File: src/bmul_pkg.sv
// Package for the byte multiply datapath: opcodes, addressing constants, carrier structs
package bmul_pkg;
	localparam logic [6:0] OPC_MUL_REG     = 7'h01;
	localparam logic [7:0] OPC_MUL_LIT     = 8'h0d;
	localparam logic [7:0] IDX_LIMIT       = 8'h5f;
	localparam logic [7:0] ACCESS_SPLIT    = 8'h60;
	localparam logic [3:0] ACCESS_LOW_BANK = 4'h0;
	localparam logic [3:0] ACCESS_SFR_BANK = 4'hf;
	localparam logic [7:0] PROD_RST        = 8'h00;
	localparam logic [1:0] QPH_RST         = 2'h0;

	typedef enum logic [1:0] {BMUL_Q1, BMUL_Q2, BMUL_Q3, BMUL_Q4} bmul_phase_e;

	typedef struct packed {
		logic        rd_en;
		logic [11:0] rd_addr;
	} bmul_fread_s;

	typedef struct packed {
		logic [7:0] product_high;
		logic [7:0] product_low;
	} bmul_prod_s;

	typedef struct packed {
		logic [1:0]  rst_sync;
		bmul_phase_e phase;
		logic        is_reg;
		logic        is_lit;
		logic        bank_access;
		logic [7:0]  operand_addr;
		logic [7:0]  literal;
		logic [7:0]  acc_cap;
		logic [7:0]  mul_b;
		logic [15:0] product;
		bmul_fread_s fread;
		bmul_prod_s  prod;
		logic        prod_we;
		logic        busy;
	} bmul_state_s;
endpackage

File: src/bmul_unit.sv
// Byte multiply datapath: decodes both multiply forms and writes the product pair
// Functional notes
// - Register form multiplies accumulator by file byte
// - Product high byte and low byte stored
// - Accumulator and source register stay untouched
// - No status flags changed at all
// - Register form opcode upper bits 0000001
// - Selector picks access bank or banked address
// - Extended set, selector 0, low address indexed
// - Literal form multiplies accumulator by literal
module bmul_unit
(
	input  wire logic        mclk,
	input  wire logic        rst_n,
	input  wire logic        clk_en,
	input  wire logic        q1_start,
	input  wire logic [15:0] instr_word,
	input  wire logic [7:0]  accumulator,
	input  wire logic [3:0]  bank_select_register,
	input  wire logic        ext_set_en,
	input  wire logic [11:0] index_base,
	input  wire logic [7:0]  file_rd_data,
	output logic             file_rd_en,
	output logic [11:0]      file_rd_addr,
	output logic [7:0]       product_high,
	output logic [7:0]       product_low,
	output logic             product_we,
	output logic             mul_busy
);
	bmul_pkg::bmul_state_s st_ff;
	bmul_pkg::bmul_state_s nxt_st;
	logic                  rst_ok;
	logic                  dec_is_reg;
	logic                  dec_is_lit;
	logic [11:0]           res_addr;
	logic [8:0][15:0]      pp_sum;

	assign rst_ok = st_ff.rst_sync[1];

	assign dec_is_reg = (instr_word[15:9] == bmul_pkg::OPC_MUL_REG);
	assign dec_is_lit = (instr_word[15:8] == bmul_pkg::OPC_MUL_LIT);

	// Resolved from the latched operand, so only bank_select_register, ext_set_en and index_base are read live in Q2
	bmul_addr_res u_addr_res
	(
		.bank_access          (st_ff.bank_access),
		.operand_addr         (st_ff.operand_addr),
		.bank_select_register (bank_select_register),
		.ext_set_en           (ext_set_en),
		.index_base           (index_base),
		.res_addr             (res_addr)
	);

	// Array multiplier: row i adds the accumulator copy shifted by i when multiplier bit i is set
	assign pp_sum[0] = 16'h0000;
	for (genvar i = 0; i < 8; i++)
	begin : g_row
		bmul_pp_row
		#(
			.W   (8),
			.ROW (i)
		)
		u_row
		(
			.mcand      (st_ff.acc_cap),
			.mplier_bit (st_ff.mul_b[i]),
			.sum_in     (pp_sum[i]),
			.sum_out    (pp_sum[i + 1])
		);
	end


	always_comb
	begin
		nxt_st = st_ff;
		nxt_st.rst_sync = {st_ff.rst_sync[0], 1'b1};
		nxt_st.prod_we = 1'b0;
		nxt_st.fread.rd_en = 1'b0;
		if (!rst_ok)
		begin
			nxt_st.phase = bmul_pkg::BMUL_Q1;
			nxt_st.busy = 1'b0;
		end
		else
		begin
			case (st_ff.phase)
				bmul_pkg::BMUL_Q1:
				begin
					if (q1_start)
					begin
						nxt_st.is_reg = dec_is_reg;
						nxt_st.is_lit = dec_is_lit;
						nxt_st.bank_access = instr_word[8];
						nxt_st.operand_addr = instr_word[7:0];
						nxt_st.literal = instr_word[7:0];
						nxt_st.busy = dec_is_reg || dec_is_lit;
						nxt_st.phase = bmul_pkg::BMUL_Q2;
					end
				end
				bmul_pkg::BMUL_Q2:
				begin
					// Address resolution; the file read is only issued, never a write
					if (st_ff.is_reg)
					begin
						nxt_st.fread.rd_en = 1'b1;
						nxt_st.fread.rd_addr = res_addr;
					end
					nxt_st.acc_cap = accumulator;
					nxt_st.phase = bmul_pkg::BMUL_Q3;
				end
				bmul_pkg::BMUL_Q3:
				begin
					// Read data is valid in the same cycle as the read strobe
					nxt_st.mul_b = st_ff.is_reg ? file_rd_data : st_ff.literal;
					nxt_st.phase = bmul_pkg::BMUL_Q4;
				end
				bmul_pkg::BMUL_Q4:
				begin
					// Unsigned 8x8 has no carry or overflow, so no flag output exists
					nxt_st.product = pp_sum[8];
					if (st_ff.is_reg || st_ff.is_lit)
					begin
						nxt_st.prod.product_high = nxt_st.product[15:8];
						nxt_st.prod.product_low = nxt_st.product[7:0];
						nxt_st.prod_we = 1'b1;
					end
					nxt_st.busy = 1'b0;
					nxt_st.is_reg = 1'b0;
					nxt_st.is_lit = 1'b0;
					nxt_st.phase = bmul_pkg::BMUL_Q1;
				end
				default:
				begin
					// Unreachable with four phases; kept so a corrupted phase returns to idle
					nxt_st.busy = 1'b0;
					nxt_st.phase = bmul_pkg::BMUL_Q1;
				end
			endcase
		end
	end

	// Whole state clears at once; the product pair restarts at its reset value
	always_ff @(posedge mclk or negedge rst_n)
	begin
		if (!rst_n)
		begin
			st_ff <= '0;
			st_ff.phase <= bmul_pkg::BMUL_Q1;
			st_ff.prod.product_high <= bmul_pkg::PROD_RST;
			st_ff.prod.product_low <= bmul_pkg::PROD_RST;
		end
		else if (clk_en)
		begin
			st_ff <= nxt_st;
		end
	end

	assign file_rd_en = st_ff.fread.rd_en;
	assign file_rd_addr = st_ff.fread.rd_addr;
	assign product_high = st_ff.prod.product_high;
	assign product_low = st_ff.prod.product_low;
	assign product_we = st_ff.prod_we;
	assign mul_busy = st_ff.busy;
endmodule

// Operand address resolution for the register form
module bmul_addr_res
(
	input  wire logic        bank_access,
	input  wire logic [7:0]  operand_addr,
	input  wire logic [3:0]  bank_select_register,
	input  wire logic        ext_set_en,
	input  wire logic [11:0] index_base,
	output logic [11:0]      res_addr
);
	always_comb
	begin
		if (bank_access)
		begin
			res_addr = {bank_select_register, operand_addr};
		end
		else if (ext_set_en && operand_addr <= bmul_pkg::IDX_LIMIT)
		begin
			// The index sum wraps at twelve bits, like the file address space
			res_addr = index_base + {4'h0, operand_addr};
		end
		else if (operand_addr < bmul_pkg::ACCESS_SPLIT)
		begin
			res_addr = {bmul_pkg::ACCESS_LOW_BANK, operand_addr};
		end
		else
		begin
			res_addr = {bmul_pkg::ACCESS_SFR_BANK, operand_addr};
		end
	end
endmodule

// One shift-and-add row of the unsigned array multiplier
module bmul_pp_row
#(
	parameter int W   = 8,
	parameter int ROW = 0
)
(
	input  wire logic [W-1:0]   mcand,
	input  wire logic           mplier_bit,
	input  wire logic [2*W-1:0] sum_in,
	output logic [2*W-1:0]      sum_out
);
	logic [2*W-1:0] wide_mcand;
	logic [2*W-1:0] row_term;

	// Widened before the shift so no multiplicand bit falls off the top
	assign wide_mcand = {{W{1'h0}}, mcand};
	assign row_term = mplier_bit ? (wide_mcand << ROW) : '0;
	// Unsigned partial sums never exceed 2*W bits, so dropping the carry loses nothing
	assign sum_out = sum_in + row_term;
endmodule

File: config.mk
export PLATFORM = sky130hd
export DESIGN_NAME = bmul_unit
export DESIGN_NICKNAME = d
export VERILOG_FILES = /design/src/bmul_pkg.sv /design/src/bmul_unit.sv
export SDC_FILE = /design/constraint.sdc
export NUM_CORES = 1
export LEC_CHECK = 0
export ABC_CLOCK_PERIOD_IN_PS = 4550
export BUFFER_PORTS_ARGS = -buffer_cell sky130_fd_sc_hd__buf_4
export CAP_MARGIN = 5
export CORE_AREA = 2 2 108 110
export DETAILED_ROUTE_END_ITERATION = 6
export DIE_AREA = 0 0 110 112
export MAX_ROUTING_LAYER = met4
export PLACE_DENSITY = 0.79
export SLEW_MARGIN = 0
export SYNTH_ARGS = -nofsm -noshare
export SYNTH_HDL_FRONTEND = slang
export SYNTH_SLANG_ARGS = --single-unit
File: constraint.sdc
create_clock -name mclk -period 4.55 [get_ports mclk]
set_clock_uncertainty 0.15 [all_clocks]
set_input_delay 0 -clock mclk [delete_from_list [all_inputs] [get_ports mclk]]
set_output_delay 0 -clock mclk [all_outputs]
set_load 0.1 [all_outputs]
==> results of run 1 <==
==> metrics by stage <==
step	total power [mW]	hold slack, ns	cells	TNS, ns
after floorplan	3.17	-0.446	524	0
after global placement	3.74	-0.0213	714	0
after detailed placement	3.86	-0.0301	714	0
after CTS	4.66	0.0136	776	0
after global routing	5.31	0.0519	784	-0.00597
final	4.76	0.0277	784	0
==> what timing repair did <==
| action | 4_1_cts | 5_1_grt |
|---|---|---|
| buffers inserted | 0 | 8 |
| endpoints found under the setup margin | 2 | 4 |
| hold endpoints to repair | 102 | 0 |
| hold buffers | 46 | 0 |
| gates resized for setup | 5 | 14 |
| pin swaps | 0 | 7 |
==> routing by layer <==
layer,part of all wire,up-vias,global-route usage
li1,-,1939,-
met1,0.40,2014,0.254
met2,0.52,121,0.348
met3,0.049,27,0.0381
met4,0.021,0,0.0700
met5,0,-,-
==> state kept, by name, indices dropped and copies added (netlist names) <==
signal        count
st_ff            29
file_rd_addr     12
product_high      8
product_low       8
file_rd_en        1
mul_busy          1
nxt_st            1
product_we        1
rst_ok            1
==> power breakdown <==
part | internal, mW | switching, mW
clock network | 0.387 | 0.264
logic | 1.45 | 1.76
registers | 0.688 | 0.211
total | 2.52 | 2.24
==> cell type report <==
class	count	area, um^2
Tap cell	143	179
Sequential cell	62	1560
Timing Repair Buffer	143	1190
Multi-Input combinational cell	369	3180
Clock inverter	6	45.0
Clock buffer	10	239
Fill cell	909	4590
Inverter	51	191
==> final timing paths <==
| path | start | to | slack [ns] |
|---|---|---|---|
| worst max-delay path | st_ff[49] | product_high[4] | 0.17 |
| worst min-delay path | instr_word[11] | mul_busy | 0.03 |
| worst max register to register | st_ff[49] | product_high[4] | 0.17 |
| worst min register to register | nxt_st[85] | nxt_st[85] | 0.32 |
| max in group asynchronous | rst_n | st_ff[60] | 3.54 |
| min in group asynchronous | rst_n | product_high[0] | 0.15 |
==> logic make-up (layout without fill, tap and decap cells) <==
logic type	Yosys count	after routing	synth area share
flops	62	62	0.301
simple gates	146	146	0.141
compound gates	94	94	0.119
buf+inv	93	210	0.0909
xor+xnor	14	14	0.0238
fa+ha+maj	82	82	0.255
mux	33	33	0.0696
==> worst max-delay path, stage by stage, from the launching register on <==
cell,delay (ns)
dfrtp_2,0.45
and2_1,0.17
fa_1,0.54
inv_1,0.06
fa_1,0.53
inv_1,0.05
fa_1,0.47
fa_1,0.49
ha_1,0.30
a21o_1,0.22
a31o_1,0.22
o21ai_2,0.18
a21boi_2,0.10
o21a_1,0.19
o31ai_2,0.18
==> placed cells by master (no fill, tap or decap), drive strengths merged, types with 19 or more instances in the layout <==
master,count
buf,96
nand2,62
dfrtp,62
inv,53
dlygate4sd3,46
ha,43
fa,39
o21ai,39
and2,38
mux2,23
a21oi,19
==> metrics.txt, run 1 <==
status=complete, no violations; Critical Path End Type=register; number of global-route vias before repair=4306; commonest register cell after synthesis=dfrtp_1; Die X-Extent=between 100 and 150 um; Routed WL per cell=~15 um; vias=roughly 4100; CTS tree=yes; VDD IR-drop max=just under 0.6 mV; Crit Path Category=register to register; LEAKAGE=around 3.3 nW; synth cell count leaders=62 x dfrtp_1, 61 x nand2_1, 51 x inv_1; cell with the most instances after synthesis=dfrtp_1; nets@finish=771; Avg Synthesized Cell Area=about 9.9 um^2; CTS root buf=clkbuf_16; dpl cell area=around 0.0057 mm^2; worst hold stages=4; initial core utilization=0.462; synth top area cells=dfrtp_1 30%, fa_1 15%, ha_1 10%; cell accounting for the most synthesized area=dfrtp_1; register clock-pin slew on the reported worst setup and hold paths=roughly 0.060 ns; Pins Over Slew Limit=0; Slew Limit Headroom=0.405; Worst EP required=4.63 ns; arrival time at the worst endpoint=approximately 4.5 ns; worst-skew pair later-pin latency=~0.33 ns; worst slew pin tran=a little under 0.9 ns; Detail Placement HPWL=8.58 mm; core area=roughly 0.011 mm^2; # clock sinks=62; Post-synth EDFFs=0; via/cell ratio=5.23; final design utilization=0.590; Cell Pwr Density=slightly above 700 mW/mm^2; reg2reg path depth=14; # setup viols final=0; DRC Markers=0; Post-synth ARST share=1.00; worst-path fanout max=8; Vert. Die Dim=between 100 and 150 um; largest net degree at the start of global routing=63; DRT Pass-1 Iters=4; Final min period=4.38 ns; initial antenna violation count=0; first-pass GRT wire length=19.8 mm; GR Overflow Total=0; final worst slack=0.175 ns; post-route ant nets=0; H-tree levels=3; syn nets=~660; antenna diode count=0; design area=roughly 0.0066 mm^2; Synth Register Bits=a little over 60; Yosys warnings=0; Final Cycle Share=0.962; total CTS buffers=9; area grow syn2layout=27.6%; number of core rows=39; Synth cell types=50; worst hold-check path type=input port to register; Syn Std Cell Area=slightly above 0.005 mm^2; Worst setup SP type=register; cell count after synthesis=~520; Routed WL=around 12 mm; layout cell share with drive strength beyond 1=0.257; # IOs=84; pre-CTS setup slack=between 0.09 and 0.1 ns; Die ar.=approximately 0.012 mm^2; initial drt markers=around 130; deepest clock path buffer count=2; GP Congestion=0.855; GRT Resource Usage Total=0.209; port bufs=83; maxcap violations=0; final hold viol count=0; post-synth top area share=0.301; maximum clock rate=about 230 MHz; register area share after synthesis=0.301
Note: power is estimated with default switching activity, not from simulation.
==> inputs of run 2 (changes only) <==
--- a/config.mk
+++ b/config.mk
@@ -9,6 +9,7 @@
 export BUFFER_PORTS_ARGS = -buffer_cell sky130_fd_sc_hd__buf_4
 export CAP_MARGIN = 5
 export CORE_AREA = 2 2 108 110
+export CTS_BUF_LIST = sky130_fd_sc_hd__clkbuf_2
 export DETAILED_ROUTE_END_ITERATION = 6
 export DIE_AREA = 0 0 110 112
 export MAX_ROUTING_LAYER = met4
==> run 2 against run 1 <==
  * Die area is the same
  * Cell area grew 1.3%
  * Largest power group unchanged
  * Critical path depth is the same
  * Core utilization grew 0.74 points
  * Total power shrank 5.4%
  * First-iteration DRC count grew 34%
  * Register-to-register slack gained 0.02 ns
  * Setup slack gained 0.019 ns
==> metrics.txt, run 2 (synthesis results as in run 1) <==
number of core rows=39 (unchanged); deepest clock path buffer count=2 (unchanged); dpl cell area=0.00573 mm^2 (unchanged); register clock-pin slew on the reported worst setup and hold paths=0.21 ns (+0.15 ns); Pins Over Slew Limit=0 (unchanged); initial core utilization=0.462 (unchanged); VDD IR-drop max=0.519 mV (-11%); # IOs=84 (unchanged); Largest Register=st_ff; vias=4223 (+3.0%); # clock sinks=62 (unchanged); Final min period=4.36 ns (-0.0186 ns); DRT Pass-1 Iters=4 (unchanged); layout cell share with drive strength beyond 1=0.259 (+0.00157); Crit Path Category=register to register; area grow syn2layout=29.2%; LEAKAGE=3.33 nW (+1.5%); placed insts=714 (unchanged); Slew Limit Headroom=0.398 (-0.00737); antenna diode count=0 (unchanged); final hold viol count=0 (unchanged); total CTS buffers=9 (unchanged); status=complete, no violations; worst slew pin tran=0.900 ns (+0.0110 ns); commonest non-fill, non-tap cell in the layout=buf_4; maximum clock rate=230 MHz (+0.43%); # setup viols final=0 (unchanged); first-pass GRT wire length=20.3 mm (+2.6%); Routed WL=12.5 mm (+5.0%); Post-Route Setup TNS=0 ns (unchanged); CTS root buf=clkbuf_2; H-tree levels=3 (unchanged); arrival time at the worst endpoint=4.64 ns (+0.18 ns); Worst EP required=4.83 ns (+0.20 ns); DRC Markers=0 (unchanged); design area=0.00667 mm^2 (+1.3%); Vert. Die Dim=112 um (unchanged); GRT Resource Usage Total=0.216 (+0.00615); largest net degree at the start of global routing=63 (unchanged); post-route ant nets=0 (unchanged); worst hold-check path type=input port to register; Cell Pwr Density=675 mW/mm^2 (-6.5%); number of global-route vias before repair=4445 (+3.2%); port bufs=83 (unchanged); initial antenna violation count=0 (unchanged); Non-Filler Instances=811 (+3.4%); worst-skew pair later-pin latency=0.54 ns (+0.21 ns); core area=0.0112 mm^2 (unchanged); CTS tree=yes; via/cell ratio=5.21 (-0.45%); nets@finish=798 (+3.5%); maxcap violations=0 (unchanged); Routed WL per cell=15.4 um (+1.5%); Design Power=4.50 mW (-5.4%); hold_ws=0.0844 ns (+0.0568 ns); initial drt markers=173 (+34%); Die X-Extent=110 um (unchanged); GR Overflow Total=0 (unchanged); worst-path fanout max=7 (-1); Final Cycle Share=0.958 (-0.00409); Detail Placement HPWL=8.58 mm (unchanged); number of flip-flops in the largest register=29 (unchanged); Critical Path End Type=register; Die ar.=0.0123 mm^2 (unchanged); GP Congestion=0.855 (unchanged); Worst setup SP type=register; most frequent cells in the layout=102 x buf_4, 66 x dlygate4sd3_1, 61 x nand2_1, 51 x inv_1, 50 x dfrtp_1
==> run 2: stage by stage <==
stage	setup slack, ns	utilization
2_1_floorplan	0.245	-
3_3_place_gp	0.185	0.513
3_5_place_dp	0.0948	0.513
4_1_cts	0.0283	0.584
5_1_grt	-0.0275	0.597
6_report	0.193	0.597
==> run 2: path summary, 6_finish.rpt <==
| check | start | to | slack, ns | depth (start not counted) |
|---|---|---|---|---|
| setup / recovery | st_ff[50] | product_high[5] | 0.19 | 14 |
| hold reg to reg | nxt_st[85] | nxt_st[85] | 0.35 | 1 |
| max in group asynchronous | rst_n | st_ff[58] | 3.58 | 4 |
| min in group asynchronous | rst_n | product_high[3] | 0.36 | 4 |
| hold / removal | index_base[4] | file_rd_addr[5] | 0.08 | 7 |
| setup reg to reg | st_ff[50] | product_high[5] | 0.19 | 14 |
==> run 2: layer usage <==
layer  track usage  vias up  routed length (um)
met3        0.0345       31                 623
met1         0.261     2052                5040
li1              -     2004                   -
met4        0.0726        0                 295
met5             -        -                   0
met2         0.362      136                6510
==> run 2: cell type report <==
class                   count  area (um^2)
clock buffers               9         45.0
clock inverters             7         48.8
fillers                   900         4500
inverters                  51          191
multi-input cells         369         3170
flip-flops and latches     62         1570
well taps                 143          179
repair buffers            170         1470
==> run 2: critical path, stage by stage, from the launching register on <==
cell and delay [ns]:
dfrtp_2 0.47, buf_4 0.14, nand2_1 0.06, fa_1 0.55, fa_1 0.44, fa_1 0.54
inv_1 0.05, fa_1 0.47, ha_1 0.35, nor2b_2 0.18, o2111ai_2 0.20, a21boi_2 0.11
o21a_1 0.21, o21a_1 0.17, o31ai_2 0.17
==> run 2: repair_timing <==
item                                   in CTS  in global routing
pin swaps                                   0                 13
buffers inserted                            1                 13
setup endpoints to repair                   1                  4
hold buffers                               67                  0
resized for setup                           1                 20
endpoints found under the hold margin     108                  0
==> run 2: power breakdown <==
part,internal [mW],switching (mW)
Combinational,1.53,1.78
Clock,0.0741,0.233
Sequential,0.687,0.195
Total,2.30,2.21
==> inputs of run 3 (changes only) <==
--- a/config.mk
+++ b/config.mk
@@ -8,13 +8,14 @@
 export ABC_CLOCK_PERIOD_IN_PS = 4550
 export BUFFER_PORTS_ARGS = -buffer_cell sky130_fd_sc_hd__buf_4
 export CAP_MARGIN = 5
-export CORE_AREA = 2 2 108 110
+export CORE_AREA = 2 2 132 134
 export CTS_BUF_LIST = sky130_fd_sc_hd__clkbuf_2
 export DETAILED_ROUTE_END_ITERATION = 6
-export DIE_AREA = 0 0 110 112
+export DIE_AREA = 0 0 134 136
 export MAX_ROUTING_LAYER = met4
-export PLACE_DENSITY = 0.79
+export PLACE_DENSITY = 0.77
 export SLEW_MARGIN = 0
 export SYNTH_ARGS = -nofsm -noshare
 export SYNTH_HDL_FRONTEND = slang
+export SYNTH_HIERARCHICAL = 1
 export SYNTH_SLANG_ARGS = --single-unit
==> run 3 against run 2 <==
  * Cell area increased by 65%
  * Sequential cell count unchanged
  * Highest routed layer unchanged
  * The run now ends with negative setup slack left
  * Global-route usage increased by 3.5 points
  * Largest cell class unchanged
  * Critical endpoint is now product_high[7]
  * Via count increased by 86%
  * Core utilization increased by 5.7 points
  * Final cell count increased by 73%
  * Setup slack got worse by 3.9 ns
  * Register-to-register slack got worse by 3.9 ns
  * Die area increased by 48%
  * Sequential share of layout area decreased by 9.4 points
  * Wire length increased by 100%
  * Fmax decreased by 47%
==> metrics.txt, run 3 <==
maxcap violations=0 (unchanged); Pins Over Slew Limit=0 (unchanged); area grow syn2layout=42.8%; Synth cell types=77 (+54%); CTS root buf=clkbuf_2; via/cell ratio=5.62 (+7.9%); register clock-pin slew on the reported worst setup and hold paths=0.21 ns (about the same); GRT Resource Usage Total=0.250 (+0.0348); worst-skew pair later-pin latency=0.51 ns (-0.03 ns); commonest register cell after synthesis=dfrtp_1; status=finished, violations left; arrival time at the worst endpoint=8.53 ns (+3.89 ns); Crit Path Category=register to register; first-pass GRT wire length=36.3 mm (+79%); Avg Synthesized Cell Area=8.66 um^2 (-12%); initial antenna violation count=0 (unchanged); port bufs=83 (unchanged); deepest clock path buffer count=2 (unchanged); Critical Path End Type=register; vias=7872 (+86%); initial drt markers=510 (+190%); cell accounting for the most synthesized area=dfrtp_1; maximum clock rate=121 MHz (-47%); CP Capture Point=product_high[7]; crit path from=st_ff[56]; number of flip-flops in the largest register=29 (unchanged); Die ar.=0.0182 mm^2 (+48%); Vert. Die Dim=136 um (+21%); Worst EP required=4.81 ns (-0.02 ns); hold_ws=0.0142 ns (-0.0703 ns); nets@finish=1310 (+64%); synth top area cells=dfrtp_1 20%, ha_1 12%, mux2_2 6.9%; H-tree levels=3 (unchanged); initial core utilization=0.458 (-0.00432); reg2reg setup slack=-3.72 ns (-3.91 ns); final worst slack=-3.72 ns (-3.91 ns); worst-path fanout max=5 (-2); RR Endpoint=product_high[7]; crit-path max cell delay=0.47 ns (-0.08 ns); antenna diode count=0 (unchanged); Final min period=8.27 ns (+3.91 ns); commonest non-fill, non-tap cell in the layout=buf_4; R2R Path Start=st_ff[56]; DRT Pass-1 Iters=5 (+1); cell with the most instances after synthesis=ha_1; core area=0.0169 mm^2 (+51%); Final Cycle Share=1.82 (+0.860); layout cell share with drive strength beyond 1=0.377 (+0.118); Slew Limit Headroom=0.199 (-0.199); Routed WL per cell=17.8 um (+16%); Detail Placement HPWL=15.1 mm (+76%); Yosys warnings=6 (+6); Post-synth EDFFs=0 (unchanged); Routed WL=24.9 mm (+100%); Post-synth ARST share=1.00 (unchanged); Largest Register=st_ff; post-synth top area share=0.201 (-0.0997); cell count after synthesis=892 (+70%); GP Congestion=0.897 (+4.8%); Synth Register Bits=62 (unchanged); Post-Route Setup TNS=-28.65 ns (-28.65 ns); worst hold-check path type=input port to register; DRC Markers=0 (unchanged); total CTS buffers=9 (unchanged); number of global-route vias before repair=7694 (+73%); # IOs=84 (unchanged); # setup viols final=11 (+11); synth cell count leaders=76 x ha_1, 65 x and2_1, 65 x nand2_1; number of core rows=48 (+23%); register area share after synthesis=0.201 (-0.0997); worst slew pin tran=1.20 ns (+0.301 ns); Die X-Extent=134 um (+22%); failing checks=negative setup slack; RSZ-0062 raised after global routing=true; Worst setup SP type=register; reg2reg path depth=40 (+26); final hold viol count=0 (unchanged); pre-CTS setup slack=-3.52 ns (-3.62 ns); CTS tree=yes; GR Overflow Total=0 (unchanged); # clock sinks=62 (unchanged); Slowest cell on crit path=fa_2; post-route ant nets=0 (unchanged); Syn Std Cell Area=0.00772 mm^2 (+50%); final design utilization=0.654 (+0.0567); most frequent cells in the layout=221 x buf_4, 65 x dlygate4sd3_1, 63 x nand2_1, 63 x and2_1, 61 x dfrtp_1; largest net degree at the start of global routing=59 (-6.3%)
==> run 3: cell count changes in the layout (fill, tap and decap cells not counted), sizes merged, moves of 28 or more <==
| cell | before | now |
|---|---|---|
| fa | 39 | 9 |
| xnor2 | 5 | 47 |
| a21oi | 19 | 59 |
| conb | 0 | 35 |
| buf | 103 | 243 |
| ha | 43 | 76 |
| nand3 | 7 | 35 |
==> run 3: worst min-delay path by stage <==
stage / startpoint / end / slack [ns] / cells past startpoint
final: index_base[4] / file_rd_addr[4] / 0.01 / 5
after global routing: index_base[1] / file_rd_addr[1] / 0.04 / 5
after CTS: index_base[6] / file_rd_addr[6] / 0.01 / 5
after detailed placement: rst_n / file_rd_addr[8] / -0.01 / 1
after global placement: rst_n / file_rd_addr[9] / -0.02 / 1
after floorplan: rst_n / file_rd_addr[0] / -0.45 / 0
==> run 3: area by class of cell <==
class	count	area, um^2
Timing Repair Buffer	308	2570
Fill cell	1183	5850
Sequential cell	62	1550
Clock inverter	5	51.3
Multi-Input combinational cell	753	6380
Clock buffer	10	50.0
Tap cell	225	282
Inverter	38	143
==> run 3: through the flow <==
| step | cell area [um^2] | std cells |
|---|---|---|
| after floorplan | 8090 | 926 |
| after global placement | 9510 | 1300 |
| after detailed placement | 9510 | 1300 |
| after CTS | 10600 | 1388 |
| after global routing | 11000 | 1401 |
| final | 11000 | 1401 |
==> run 3: worst max-delay path, delay by kind of cell (launching register included) <==
kind                     cells  cell delay, ns
flip-flops                   1            0.46
XOR/XNOR                     6            0.81
AND/OR/NAND/NOR              9            1.35
buffers and inverters        2            0.27
multiplexers                 1            0.27
AO/OA/AOI/OAI               13            2.09
adder cells (fa/ha/maj)      9            2.76
==> run 3: layer usage <==
| metal | vias up | GRT usage | wire length [um] |
|---|---|---|---|
| li1 | 3694 | - | - |
| met1 | 3802 | 0.293 | 9790 |
| met2 | 283 | 0.456 | 12900 |
| met3 | 93 | 0.0313 | 1150 |
| met4 | 0 | 0.0638 | 1060 |
| met5 | - | - | 0 |
==> run 3: cells by family after synthesis <==
group / share of synthesized area
AND/OR/NAND/NOR: 0.198
AO/OA/AOI/OAI: 0.202
buffers and inverters: 0.0847
adder cells (fa/ha/maj): 0.146
XOR/XNOR: 0.0828
flip-flops: 0.201
multiplexers: 0.0854
other: 0.000486
==> run 3: what timing repair did <==
| action | 4_1_cts | 5_1_grt |
|---|---|---|
| pin swaps | 37 | 41 |
| cloned | 0 | 0 |
| resized for setup | 48 | 68 |
| endpoints found under the hold margin | 106 | 0 |
| setup endpoints to repair | 11 | 11 |
| hold buffers | 66 | 0 |
| buffers inserted | 7 | 14 |
Power of run 3 is left out: the tool's default activity adds up to more than one toggle a clock period on the data nets, which glitch-free logic cannot reach.
